==> src/pdcs_consts.vh <==
// Contract
// - Control bits 0..3 are read-write, reset zero, each gating one error class report.
// - Relaxed ordering enable bit 4 reads zero; originated requests never carry relaxed ordering.
// - Payload limit bits 7:5 read-write, reset zero; codes 0..4 select 128..2048 bytes.
// - Reserved payload codes 5, 6 and 7 behave exactly like the 128-byte limit.
// - Wide tag enable bit 8 is read-write, reset zero, inert in normal operation.
// - With debug sequential tags on, tags span 0..31, or 0..255 with wide tags.
// - Phantom function enable bit 9 is hardwired zero and read-only.
// - Auxiliary power management enable bit 10 is read-only and reads zero.
// - No-snoop enable bit 11 reads zero; never originated, forwarded attribute unchanged.
// - Read request size bits 14:12 read zero; origination capped at 128 bytes.
// - Status bit 0 sets on any correctable error; write one clears it.
// - Status bit 1 sets on any non-fatal error; reset zero; write one clears.
// - Status bit 2 sets on any fatal error; reset zero; write one clears.
// - Status bit 3 sets on unsupported request received; reset zero; write one clears.
// - Auxiliary power detected status bit 4 is read-only and always zero.
// - Transactions pending status bit 5 is read-only and always zero.
`ifndef PDCS_CONSTS_VH
`define PDCS_CONSTS_VH

// Byte offsets; control and status share one 32-bit word, status in its upper half.
`define PDCS_OFS_DEVICE_CONTROL 12'h048
`define PDCS_OFS_DEVICE_STATUS 12'h04a
`define PDCS_OFS_TL_CONTROL 12'h100
`define PDCS_OFS_IRQ_STATUS 12'h104
`define PDCS_OFS_IRQ_MASK 12'h108
`define PDCS_STS_LSB 16
`define PDCS_PAYLOAD_MIN_BYTES 12'h080

`define PDCS_RESET_VALUE 16'h0000

// Writable bits of device_control: bits 3:0, 7:5 and 8.
`define PDCS_CTL_WMASK 16'h01ef
// Status bits that hardware sets and software clears with ones.
`define PDCS_STS_W1C_MASK 16'h000f

`define PDCS_CTL_ERR_EN_LSB 0
`define PDCS_CTL_PAYLOAD_LSB 5
`define PDCS_CTL_WIDE_TAG_BIT 8

`define PDCS_PAYLOAD_128 3'h0
`define PDCS_PAYLOAD_2048 3'h4

`define PDCS_TAG_NARROW_MAX 8'h1f
`define PDCS_TAG_WIDE_MAX 8'hff
`define PDCS_ORIG_READ_MAX_BYTES 12'h080

`endif

==> src/pdcs_ctrl_status.v <==
// Local design decision: register access over Wishbone.
`timescale 1ns/1ps
`include "pdcs_consts.vh"

module pdcs_ctrl_status #(
	parameter ADDR_W = 12
) (
	input wire i_mclk,
	input wire i_reset_n,
	// Wishbone classic slave, byte addressed, 32-bit data.
	input wire i_wb_cyc,
	input wire i_wb_stb,
	input wire i_wb_we,
	input wire [ADDR_W-1:0] i_wb_adr,
	input wire [3:0] i_wb_sel,
	input wire [31:0] i_wb_dat,
	output wire o_wb_ack,
	output wire [31:0] o_wb_dat,
	// Error detection pulses, one per detected error.
	input wire i_corr_err,
	input wire i_nonfatal_err,
	input wire i_fatal_err,
	input wire i_unsupp_req,
	// Error message requests, only for enabled classes.
	output wire [3:0] o_err_report,
	// Effective maximum payload in bytes.
	output wire [11:0] o_max_payload_bytes,
	// Tag generator for debug sequential tagging.
	input wire i_tag_take,
	output wire [7:0] o_tag,
	// Attributes of requests the port originates and forwards.
	input wire i_fwd_no_snoop,
	input wire i_fwd_relaxed_order,
	input wire [9:0] i_fwd_length,
	output wire o_fwd_no_snoop,
	output wire o_fwd_relaxed_order,
	output wire [9:0] o_fwd_length,
	output wire o_orig_relaxed_order,
	output wire o_orig_no_snoop,
	output wire [11:0] o_orig_read_max_bytes,
	output wire o_irq
);

	// Byte offsets of the register words; address bits 1:0 are ignored and the byte selects pick the lanes.
	localparam [ADDR_W-1:0] OFS_DEV = `PDCS_OFS_DEVICE_CONTROL;
	localparam [ADDR_W-1:0] OFS_STS = `PDCS_OFS_DEVICE_STATUS;
	localparam [ADDR_W-1:0] OFS_TLC = `PDCS_OFS_TL_CONTROL;
	localparam [ADDR_W-1:0] OFS_IRQ_STS = `PDCS_OFS_IRQ_STATUS;
	localparam [ADDR_W-1:0] OFS_IRQ_MSK = `PDCS_OFS_IRQ_MASK;
	localparam NUM_EVT = 4;

	// Bus handshake states.
	localparam [1:0] ST_IDLE = 2'b01;
	localparam [1:0] ST_ACK = 2'b10;

	reg [1:0] state_ff;
	reg [1:0] nxt_state;
	reg [31:0] rdat_ff;
	reg [31:0] nxt_rdat;
	reg [3:0] ctl_err_en_ff;
	reg [2:0] ctl_payload_ff;
	reg ctl_wide_tag_ff;
	reg [3:0] sts_ff;
	reg seq_tag_ff;
	reg [3:0] irq_sts_ff;
	reg [3:0] irq_mask_ff;
	reg [3:0] rep_ff;
	reg [7:0] tag_ff;
	reg [7:0] nxt_tag;
	reg [11:0] payload_bytes_ff;
	reg fwd_ns_ff;
	reg fwd_ro_ff;
	reg [9:0] fwd_len_ff;

	wire req;
	wire in_idle;
	wire in_ack;
	wire wr_now;
	wire rd_now;
	wire take_rd;
	wire hit_dev;
	wire hit_sts;
	wire hit_tlc;
	wire hit_irq_sts;
	wire hit_irq_msk;
	wire wr_dev;
	wire wr_sts;
	wire wr_tlc;
	wire wr_irq_msk;
	wire [15:0] ctl_wmask;
	wire [15:0] sts_wmask;
	wire [15:0] ctl_wdat;
	wire [15:0] sts_wdat;
	wire [15:0] ctl_merged;
	wire [15:0] sts_clr_bits;
	wire [3:0] events;
	wire [3:0] sts_clr;
	wire irq_clr;
	wire [3:0] nxt_sts;
	wire [3:0] nxt_irq_sts;
	wire [3:0] nxt_rep;
	wire [15:0] ctl_view;
	wire [15:0] sts_view;
	wire [7:0] tag_max;
	wire tag_over;
	wire tag_wrap;

	// Maps a payload code to bytes; reserved codes fall back to the smallest size.
	function [11:0] payload_bytes;
		input [2:0] code;
		begin
			if (code > `PDCS_PAYLOAD_2048) begin
				payload_bytes = `PDCS_PAYLOAD_MIN_BYTES;
			end else begin
				payload_bytes = `PDCS_PAYLOAD_MIN_BYTES << code;
			end
		end
	endfunction

	// Word decode shared by the read mux, the write strobes and the clear strobes.
	function is_word;
		input [ADDR_W-1:0] a;
		input [ADDR_W-1:0] ofs;
		begin
			is_word = (a[ADDR_W-1:2] == ofs[ADDR_W-1:2]);
		end
	endfunction

	// Expands the two byte selects of one 16-bit half into a bit mask.
	function [15:0] lane_mask;
		input [1:0] lanes;
		begin
			lane_mask = {{8{lanes[1]}}, {8{lanes[0]}}};
		end
	endfunction

	assign req = i_wb_cyc & i_wb_stb;
	assign in_idle = (state_ff == ST_IDLE);
	assign in_ack = (state_ff == ST_ACK);
	// The answer comes one cycle after the request; the write and the read side effect
	// act at the edge where the master samples ack, so a held request acts only once.
	assign wr_now = req & in_ack & i_wb_we;
	assign rd_now = req & in_ack & ~i_wb_we;
	assign take_rd = req & in_idle & ~i_wb_we;

	always @* begin
		nxt_state = state_ff;
		case (state_ff)
			ST_IDLE: begin
				if (req) begin
					nxt_state = ST_ACK;
				end
			end
			ST_ACK: begin
				// Ack lasts one cycle even if the master keeps its strobe up.
				nxt_state = ST_IDLE;
			end
			default: begin
				nxt_state = ST_IDLE;
			end
		endcase
	end

	assign hit_dev = is_word(i_wb_adr, OFS_DEV);
	assign hit_sts = is_word(i_wb_adr, OFS_STS);
	assign hit_tlc = is_word(i_wb_adr, OFS_TLC);
	assign hit_irq_sts = is_word(i_wb_adr, OFS_IRQ_STS);
	assign hit_irq_msk = is_word(i_wb_adr, OFS_IRQ_MSK);
	assign wr_dev = wr_now & hit_dev;
	assign wr_sts = wr_now & hit_sts;
	assign wr_tlc = wr_now & hit_tlc & i_wb_sel[0];
	assign wr_irq_msk = wr_now & hit_irq_msk & i_wb_sel[0];

	// Control sits in lanes 1:0 and status in lanes 3:2 of the shared word.
	assign ctl_wmask = lane_mask(i_wb_sel[1:0]);
	assign sts_wmask = lane_mask(i_wb_sel[3:2]);
	assign ctl_wdat = i_wb_dat[15:0];
	assign sts_wdat = i_wb_dat[`PDCS_STS_LSB +: 16];
	// Unselected lanes keep their value, so a byte write touches only its own fields.
	assign ctl_merged = (ctl_view & ~ctl_wmask) | (ctl_wdat & ctl_wmask);
	assign sts_clr_bits = sts_wdat & sts_wmask & `PDCS_STS_W1C_MASK;
	assign sts_clr = wr_sts ? sts_clr_bits[3:0] : 4'h0;
	assign irq_clr = rd_now & hit_irq_sts;

	assign events = {i_unsupp_req, i_fatal_err, i_nonfatal_err, i_corr_err};

	// Read-only fields are built from constants, so nothing a write does can show.
	assign ctl_view = {
		4'h0,
		1'b0,
		1'b0,
		1'b0,
		ctl_wide_tag_ff,
		ctl_payload_ff,
		1'b0,
		ctl_err_en_ff
	};
	assign sts_view = {
		10'h000,
		1'b0,
		1'b0,
		sts_ff
	};

	assign o_wb_ack = in_ack;
	assign o_wb_dat = rdat_ff;
	assign o_err_report = rep_ff;
	assign o_max_payload_bytes = payload_bytes_ff;
	assign o_tag = tag_ff;
	assign o_fwd_no_snoop = fwd_ns_ff;
	assign o_fwd_relaxed_order = fwd_ro_ff;
	assign o_fwd_length = fwd_len_ff;
	assign o_orig_relaxed_order = 1'b0;
	assign o_orig_no_snoop = 1'b0;
	assign o_orig_read_max_bytes = `PDCS_ORIG_READ_MAX_BYTES;
	assign o_irq = |(irq_sts_ff & irq_mask_ff);

	always @* begin
		nxt_rdat = 32'h0000_0000;
		if (hit_dev) begin
			nxt_rdat = {sts_view, ctl_view};
		end else if (hit_tlc) begin
			nxt_rdat = {31'h0000_0000, seq_tag_ff};
		end else if (hit_irq_sts) begin
			nxt_rdat = {28'h000_0000, irq_sts_ff};
		end else if (hit_irq_msk) begin
			nxt_rdat = {28'h000_0000, irq_mask_ff};
		end
	end

	genvar g;
	generate
		for (g = 0; g < NUM_EVT; g = g + 1) begin : g_evt
			// A detection in the clearing cycle wins over the clear, so none is lost.
			assign nxt_sts[g] = events[g] | (sts_ff[g] & ~sts_clr[g]);
			assign nxt_irq_sts[g] = events[g] | (irq_sts_ff[g] & ~irq_clr);
			// Logging ignores the enable; only the outgoing report is gated.
			assign nxt_rep[g] = events[g] & ctl_err_en_ff[g];
		end
	endgenerate

	assign tag_max = ctl_wide_tag_ff ? `PDCS_TAG_WIDE_MAX : `PDCS_TAG_NARROW_MAX;
	assign tag_over = (tag_ff > tag_max);
	assign tag_wrap = (tag_ff == tag_max);

	// Clearing the wide tag bit with a tag above 31 in hand restarts the count at zero,
	// so the tag sits above the narrow range for one cycle at most while the debug setting stays on.
	always @* begin
		nxt_tag = tag_ff;
		if (!seq_tag_ff) begin
			nxt_tag = 8'h00;
		end else if (tag_over) begin
			nxt_tag = 8'h00;
		end else if (i_tag_take) begin
			if (tag_wrap) begin
				nxt_tag = 8'h00;
			end else begin
				nxt_tag = tag_ff + 8'h01;
			end
		end
	end

	always @(posedge i_mclk or negedge i_reset_n) begin
		if (!i_reset_n) begin
			state_ff <= ST_IDLE;
			rdat_ff <= 32'h0000_0000;
		end else begin
			state_ff <= nxt_state;
			// Read data stands only in the ack cycle and is zero otherwise.
			rdat_ff <= take_rd ? nxt_rdat : 32'h0000_0000;
		end
	end

	always @(posedge i_mclk or negedge i_reset_n) begin
		if (!i_reset_n) begin
			ctl_err_en_ff <= 4'h0;
			ctl_payload_ff <= 3'h0;
			ctl_wide_tag_ff <= 1'b0;
		end else if (wr_dev) begin
			ctl_err_en_ff <= ctl_merged[3:0];
			ctl_payload_ff <= ctl_merged[`PDCS_CTL_PAYLOAD_LSB +: 3];
			ctl_wide_tag_ff <= ctl_merged[`PDCS_CTL_WIDE_TAG_BIT];
		end
	end

	always @(posedge i_mclk or negedge i_reset_n) begin
		if (!i_reset_n) begin
			seq_tag_ff <= 1'b0;
		end else if (wr_tlc) begin
			seq_tag_ff <= i_wb_dat[0];
		end
	end

	always @(posedge i_mclk or negedge i_reset_n) begin
		if (!i_reset_n) begin
			irq_mask_ff <= 4'h0;
		end else if (wr_irq_msk) begin
			irq_mask_ff <= i_wb_dat[3:0];
		end
	end

	always @(posedge i_mclk or negedge i_reset_n) begin
		if (!i_reset_n) begin
			sts_ff <= 4'h0;
			irq_sts_ff <= 4'h0;
			rep_ff <= 4'h0;
		end else begin
			sts_ff <= nxt_sts;
			irq_sts_ff <= nxt_irq_sts;
			rep_ff <= nxt_rep;
		end
	end

	// The byte limit is registered so downstream logic sees a clean value.
	always @(posedge i_mclk or negedge i_reset_n) begin
		if (!i_reset_n) begin
			payload_bytes_ff <= `PDCS_PAYLOAD_MIN_BYTES;
		end else begin
			payload_bytes_ff <= payload_bytes(ctl_payload_ff);
		end
	end

	always @(posedge i_mclk or negedge i_reset_n) begin
		if (!i_reset_n) begin
			tag_ff <= 8'h00;
		end else begin
			tag_ff <= nxt_tag;
		end
	end

	// Forwarded attributes pass through one register stage and are never altered.
	always @(posedge i_mclk or negedge i_reset_n) begin
		if (!i_reset_n) begin
			fwd_ns_ff <= 1'b0;
			fwd_ro_ff <= 1'b0;
			fwd_len_ff <= 10'h000;
		end else begin
			fwd_ns_ff <= i_fwd_no_snoop;
			fwd_ro_ff <= i_fwd_relaxed_order;
			fwd_len_ff <= i_fwd_length;
		end
	end

endmodule

==> config.mk <==
export PLATFORM = sky130hd
export DESIGN_NAME = pdcs_ctrl_status
export DESIGN_NICKNAME = d
export VERILOG_FILES = /design/src/pdcs_ctrl_status.v
export VERILOG_INCLUDE_DIRS = /design/src
export SDC_FILE = /design/constraint.sdc
export NUM_CORES = 1
export LEC_CHECK = 0
export BUFFER_PORTS_ARGS = -buffer_cell sky130_fd_sc_hd__buf_2
export CORE_ASPECT_RATIO = 1.2
export CORE_MARGIN = 3
export CORE_UTILIZATION = 47
export CTS_BUF_LIST = sky130_fd_sc_hd__clkbuf_4 sky130_fd_sc_hd__clkbuf_8
export DETAILED_ROUTE_END_ITERATION = 8
export PLACE_DENSITY = 0.87
export SLEW_MARGIN = 15
export SYNTH_ARGS = -nofsm -noshare
export SYNTH_HDL_FRONTEND = slang
export SYNTH_SLANG_ARGS = --single-unit
export TNS_END_PERCENT = 1
==> constraint.sdc <==
create_clock -name i_mclk -period 3.5 [get_ports i_mclk]
set_clock_uncertainty 0.2 [all_clocks]
set_input_delay 0.175 -clock i_mclk [delete_from_list [all_inputs] [get_ports i_mclk]]
set_output_delay 0.175 -clock i_mclk [all_outputs]
set_load 0.1 [all_outputs]
==> impl_metrics.toml, run 1 <==
[run_status]
outcome = "finished, final reports clean"

[die]
fp.dieH_um = 92.31
io_pins = 154
core_area_mm2 = 0.005818
initial_core_util = 0.5015
die-area_mm2 = 0.007193
fp.dieW_um = 77.93
num_rows = 30

[drt]
via_per_inst = 4.818
drtIter0Drc = 78
routedWlPerCell_um = 14.44
num_vias = 2226
firstDrtPassIters = 4
routed_wl_um = 6673
drcViolationCount = 0
postRouteAntennaNets = 0

[yosys]
synth_top_area_share = 0.5317
syn_area_per_cell_um2 = 11.91
ys_warn_count = 0
synth_edf_count = 0
ys_seq_area_frac = 0.5497
netlist_top_cells_area = "dfrtp_1 53%, buf_4 11%, mux2_2 3.9%"
async_flop_share = 1.000
synth.cell_area_mm2 = 0.002918
synth_ff_type = "dfrtp_1"
syn_inst = 245
synth_seq_cells = 64
yosysUniqueCellTypes = 48
synth_area_leader_cell = "dfrtp_1"

[critical_path]
cp.arrival_ns = 2.17
cp_slowest_cell = "dlygate4sd3_1"
critical_path_required_ns = 3.52
worst_setup_path_start_kind = "input port"
cp_slowest_stage_delay_ns = 0.55
cpMostUsedCell = "dlygate4sd3_1"
path_max_fanout = 7
worstSetupPathType = "input port to flip-flop"
worstPathCellList = "dlygate4sd3_1 > buf_2 > and4b_1 > and3_1 > nand3_1 > a21o_1 > dlygate4sd3_1"
end_kind = "flip-flop"

[cts]
cts_inserted_buffers = 9
clk_pin_slew_ns = 0.07
clockBufferDepth = 2
cts_resized = 0
tritoncts = "done"
cts_max_level = 3
post-cts-setup-buffers = 0
root_buffer = "clkbuf_8"
cts.sinks = 64
clkLatencyLatePin_ns = 0.34

[power_and_ir_drop]
p_per_area_mw_per_mm2 = 479.3
p_leak_uw = 0.001998
vdd_drop_max_mv = 0.3619

[grt]
grt_start_max_net_pins = 38
antenna_found_initial = 0
grt_pass1_wl_um = 10780
grt_pass1_vias = 2311
grt_use_total = 0.1929
overflow = 0

[sta]
finalSetupViolations = 0
fin_setup_tns_ns = 0
slew_headroom = 0.4531
timing.final.hold_violations = 0
finalCritPeriodShare = 0.6147
rsz0062_at_grt = "no"
layout_setup_ws_ns = 1.349
max_freq_ghz = 0.4648
period_minus_slack_ns = 2.151
worst_hold_slack_ns = 0.09729
slew_viol_final = 0
tightest_slew_ns = 0.8203

[placement]
gp_congestion = 0.8646
port_buffers = 89
dp_hpwl_um = 4664
dp_worst_setup_slack_ns = 1.407

[final_layout]
multi_input_area_mm2 = 0.001119
syn2layout_area_growth_pct = 34.31
drive_gt1_frac = 0.3377
fill_cells = 452
final_nets = 453
final_common_cell = "buf_2"
seqCellArea_mm2 = 0.001604
layout_common_cells = "89 x buf_2, 62 x dfrtp_1, 41 x conb_1, 37 x dlygate4sd3_1, 16 x nor2_1"
antennaDiodeCount = 0

[hold_path]
hold_class = "input port to flip-flop"

[flow_run]
max-cap-violations = 0
==> power breakdown <==
part | internal [uW] | leakage, uW | switching (uW)
Sequential | 748 | 0.000817 | 2.40
Combinational | 53.6 | 0.00106 | 289
Clock | 511 | 0.000126 | 274
Total | 1310 | 0.00200 | 566
==> path summary, 6_finish.rpt <==
path | cells past startpoint | endpoint | start | slack (ns)
setup / recovery | 7 | sts_ff[0]$_DFF_PN0_ | i_wb_cyc | 1.35
hold reg to reg | 1 | o_wb_dat[19]$_DFF_PN0_ | sts_ff[3]$_DFF_PN0_ | 0.30
max in group asynchronous | 3 | o_max_payload_bytes[7]$_DFF_PN1_ | i_reset_n | 1.93
hold / removal | 4 | seq_tag_ff$_DFFE_PN0P_ | i_wb_adr[3] | 0.1
min in group asynchronous | 2 | o_tag[4]$_DFFE_PN0P_ | i_reset_n | 0.27
setup reg to reg | 4 | flip-flop | state_ff[0]$_DFFE_PN1P_ | 1.35
==> critical path: cells and delay by family <==
kind,cells,cell delay (ns)
AND/OR/NAND/NOR,3,0.62
buffers and inverters,3,1.19
AO/OA/AOI/OAI,1,0.19
==> per-layer routing <==
layer | global-route usage | share of wire
met2 | 0.3550 | 0.54
met4 | 0.09329 | 0.025
met5 | 0 | 0
met1 | 0.2030 | 0.35
met3 | 0.04767 | 0.076
==> area by class of cell <==
cell class              count  area share
clock buffers              11     0.03863
inverters                   5    0.004789
multi-input cells         170      0.2854
clock inverters             5     0.02618
flip-flops and latches     64      0.4093
repair buffers            127      0.2101
well taps                  80     0.02554
==> kinds of logic (layout without fill, tap and decap cells) <==
kind of cell             count (synthesis)  after routing  synth area share
other                                    2             41          0.002574
buffers and inverters                   50            148            0.1171
XOR/XNOR                                 2              2          0.006005
flip-flops                              64             64            0.5497
AND/OR/NAND/NOR                         79             79            0.1690
AO/OA/AOI/OAI                           26             26           0.06390
adder cells (fa/ha/maj)                  6              6           0.02573
multiplexers                            16             16           0.06604
==> cell usage after synthesis (all sizes together) (2+ instances only) <==
library cell / instances
and3: 3
mux2i: 2
nand2: 6
or4: 2
nand2b: 4
mux2: 14
nand3: 9
nor2: 16
nor2b: 2
ha: 6
conb: 2
clkbuf: 4
dfrtp: 62
or2: 2
a22oi: 2
nand4: 7
and2: 12
a21o: 5
o21ai: 8
nor4: 2
dfstp: 2
and4b: 2
inv: 5
nor4b: 4
buf: 41
nor3: 2
a222oi: 3
==> stage by stage <==
| stage | instance area (um^2) | instances | utilization | power (uW) |
|---|---|---|---|---|
| CTS | 3919 | 462 | 0.6735 | 1894 |
| finish | 3919 | 462 | 0.6735 | 1878 |
| global placement | 3294 | 409 | 0.5662 | 1076 |
| detailed placement | 3294 | 409 | 0.5662 | 1079 |
| global route | 3919 | 462 | 0.6735 | 1938 |
| floorplan | 3064 | 284 | - | 1057 |
==> what timing repair did <==
item | CTS | global route
setup endpoints to repair | 0 | 0
hold endpoints to repair | 76 | 0
hold buffers | 37 | 0
Power figures use the tool's default switching activity.
==> inputs of run 2 (changes only) <==
Clock period 3.5 ns to 2 ns, I/O delays scaled along.
==> impl_metrics.toml, run 2 (synthesis results as in run 1) <==
[die]
num_rows = 30
fp.dieW_um = 77.93
fp.dieH_um = 92.31
core_area_mm2 = 0.005818
io_pins = 154
initial_core_util = 0.5015
die-area_mm2 = 0.007193

[hold_path]
hold_class = "input port to flip-flop"

[placement]
dp_hpwl_um = 4604
gp_congestion = 0.8385
place_inst = 417
port_buffers = 89

[cts]
cts.sinks = 64
clk_pin_slew_ns = 0.07
clkLatencyLatePin_ns = 0.34
tritoncts = "done"
root_buffer = "clkbuf_8"
clockBufferDepth = 2
cts_max_level = 3
post-cts-setup-buffers = 0
cts_inserted_buffers = 9

[final_layout]
final_common_cell = "buf_2"
drive_gt1_frac = 0.3856
layout_common_cells = "89 x buf_2, 54 x dfrtp_1, 41 x conb_1, 36 x dlygate4sd3_1, 16 x nor2_1"
final_nets = 460
fin_cells = 469
syn2layout_area_growth_pct = 38.25
antennaDiodeCount = 0

[critical_path]
end_kind = "flip-flop"
critical_path_required_ns = 2.06
path_max_fanout = 5
worstSetupPathType = "flip-flop to flip-flop"
cp.arrival_ns = 1.99
worst_setup_path_start_kind = "flip-flop"

[sta]
max_freq_ghz = 0.5188
timing.final.hold_violations = 0
fin_setup_tns_ns = 0
finalSetupViolations = 0
finalCritPeriodShare = 0.9638
slew_viol_final = 0
period_minus_slack_ns = 1.928

[grt]
grt_pass1_vias = 2303
antenna_found_initial = 0
grt_use_total = 0.1970
overflow = 0
grt_start_max_net_pins = 65
grt_pass1_wl_um = 10900

[power_and_ir_drop]
vdd_drop_max_mv = 0.5245
p_leak_uw = 0.002037
p_per_area_mw_per_mm2 = 797.3

[drt]
postRouteAntennaNets = 0
routedWlPerCell_um = 14.25
drcViolationCount = 0
routed_wl_um = 6683
drtIter0Drc = 36
via_per_inst = 4.736
num_vias = 2221
firstDrtPassIters = 4

[run_status]
outcome = "finished, final reports clean"

[flow_run]
max-cap-violations = 0
[run 2: cell types whose count changed in the layout (fill, tap and decap cells not counted), moves of 2 or more]
cell     previous run  this run
dfrtp_1            62        54
dfrtp_2             0         4
buf_12              0         2
dfrtp_4             0         4
buf_4               1         7
ha_4                0         2
ha_1                6         4
[run 2: layout make-up]
| cell class | instances | area, um^2 |
|---|---|---|
| inverters | 5 | 18.77 |
| clock inverters | 4 | 75.07 |
| fillers | 435 | 1784 |
| repair buffers | 134 | 898.4 |
| well taps | 80 | 100.1 |
| clock buffers | 12 | 165.2 |
| multi-input cells | 170 | 1152 |
| flip-flops and latches | 64 | 1624 |
[run 2: critical path, stage by stage, from the launching register on]
cell and delay (ns):
dfrtp_4 0.50, ha_1 0.26, nand4_1 0.16, nor2_1 0.11, or4_1 0.51, a21oi_2 0.13
[run 2: per-stage QoR]
stage	instance area, um^2	hold slack (ns)	utilization	setup WS (ns)	total power, uW
after floorplan	3109	-0.3956	-	0.01432	1850
after global placement	3425	-0.06792	0.5886	0.1043	1888
after detailed placement	3425	-0.06410	0.5886	0.07358	1892
after CTS	4025	0.002632	0.6918	0.05429	3251
after global routing	4034	0.02423	0.6933	-0.01651	3335
final	4034	0.02770	0.6933	0.07236	3216
[run 2: where the power goes]
group | switching [uW] | leakage (uW) | internal (uW)
clock | 488 | 0.000115 | 804
combinational | 509 | 0.00112 | 102
sequential | 4.28 | 0.000802 | 1310
total | 1000 | 0.00204 | 2220
[run 2: worst paths after layout]
check	start	to	slack, ns	cells after the start
max in group asynchronous	i_reset_n	o_max_payload_bytes[7]$_DFF_PN1_	1.19	3
worst min-delay path	i_wb_adr[2]	seq_tag_ff$_DFFE_PN0P_	0.03	4
worst max-delay path	o_tag[0]$_DFFE_PN0P_	o_tag[5]$_DFFE_PN0P_	0.07	5
min in group asynchronous	i_reset_n	o_tag[5]$_DFFE_PN0P_	0.10	3
worst min register to register	sts_ff[2]$_DFF_PN0_	o_wb_dat[18]$_DFF_PN0_	0.27	1
worst max register to register	o_tag[0]$_DFFE_PN0P_	o_tag[5]$_DFFE_PN0P_	0.07	5
[run 2: layer usage]
metal,track usage,routed length (um),up-vias,share of wire
met4,0.05977,34,0,0.0051
met5,0,0,-,0
met3,0.06615,395,4,0.059
met1,0.2092,2494,1081,0.37
li1,-,-,1052,-
met2,0.3650,3759,84,0.56
[run 2: what timing repair did]
action | 4_1_cts | 5_1_grt
endpoints found under the hold margin | 110 | 0
resized for setup | 0 | 3
hold buffers | 36 | 0
endpoints found under the setup margin | 0 | 2
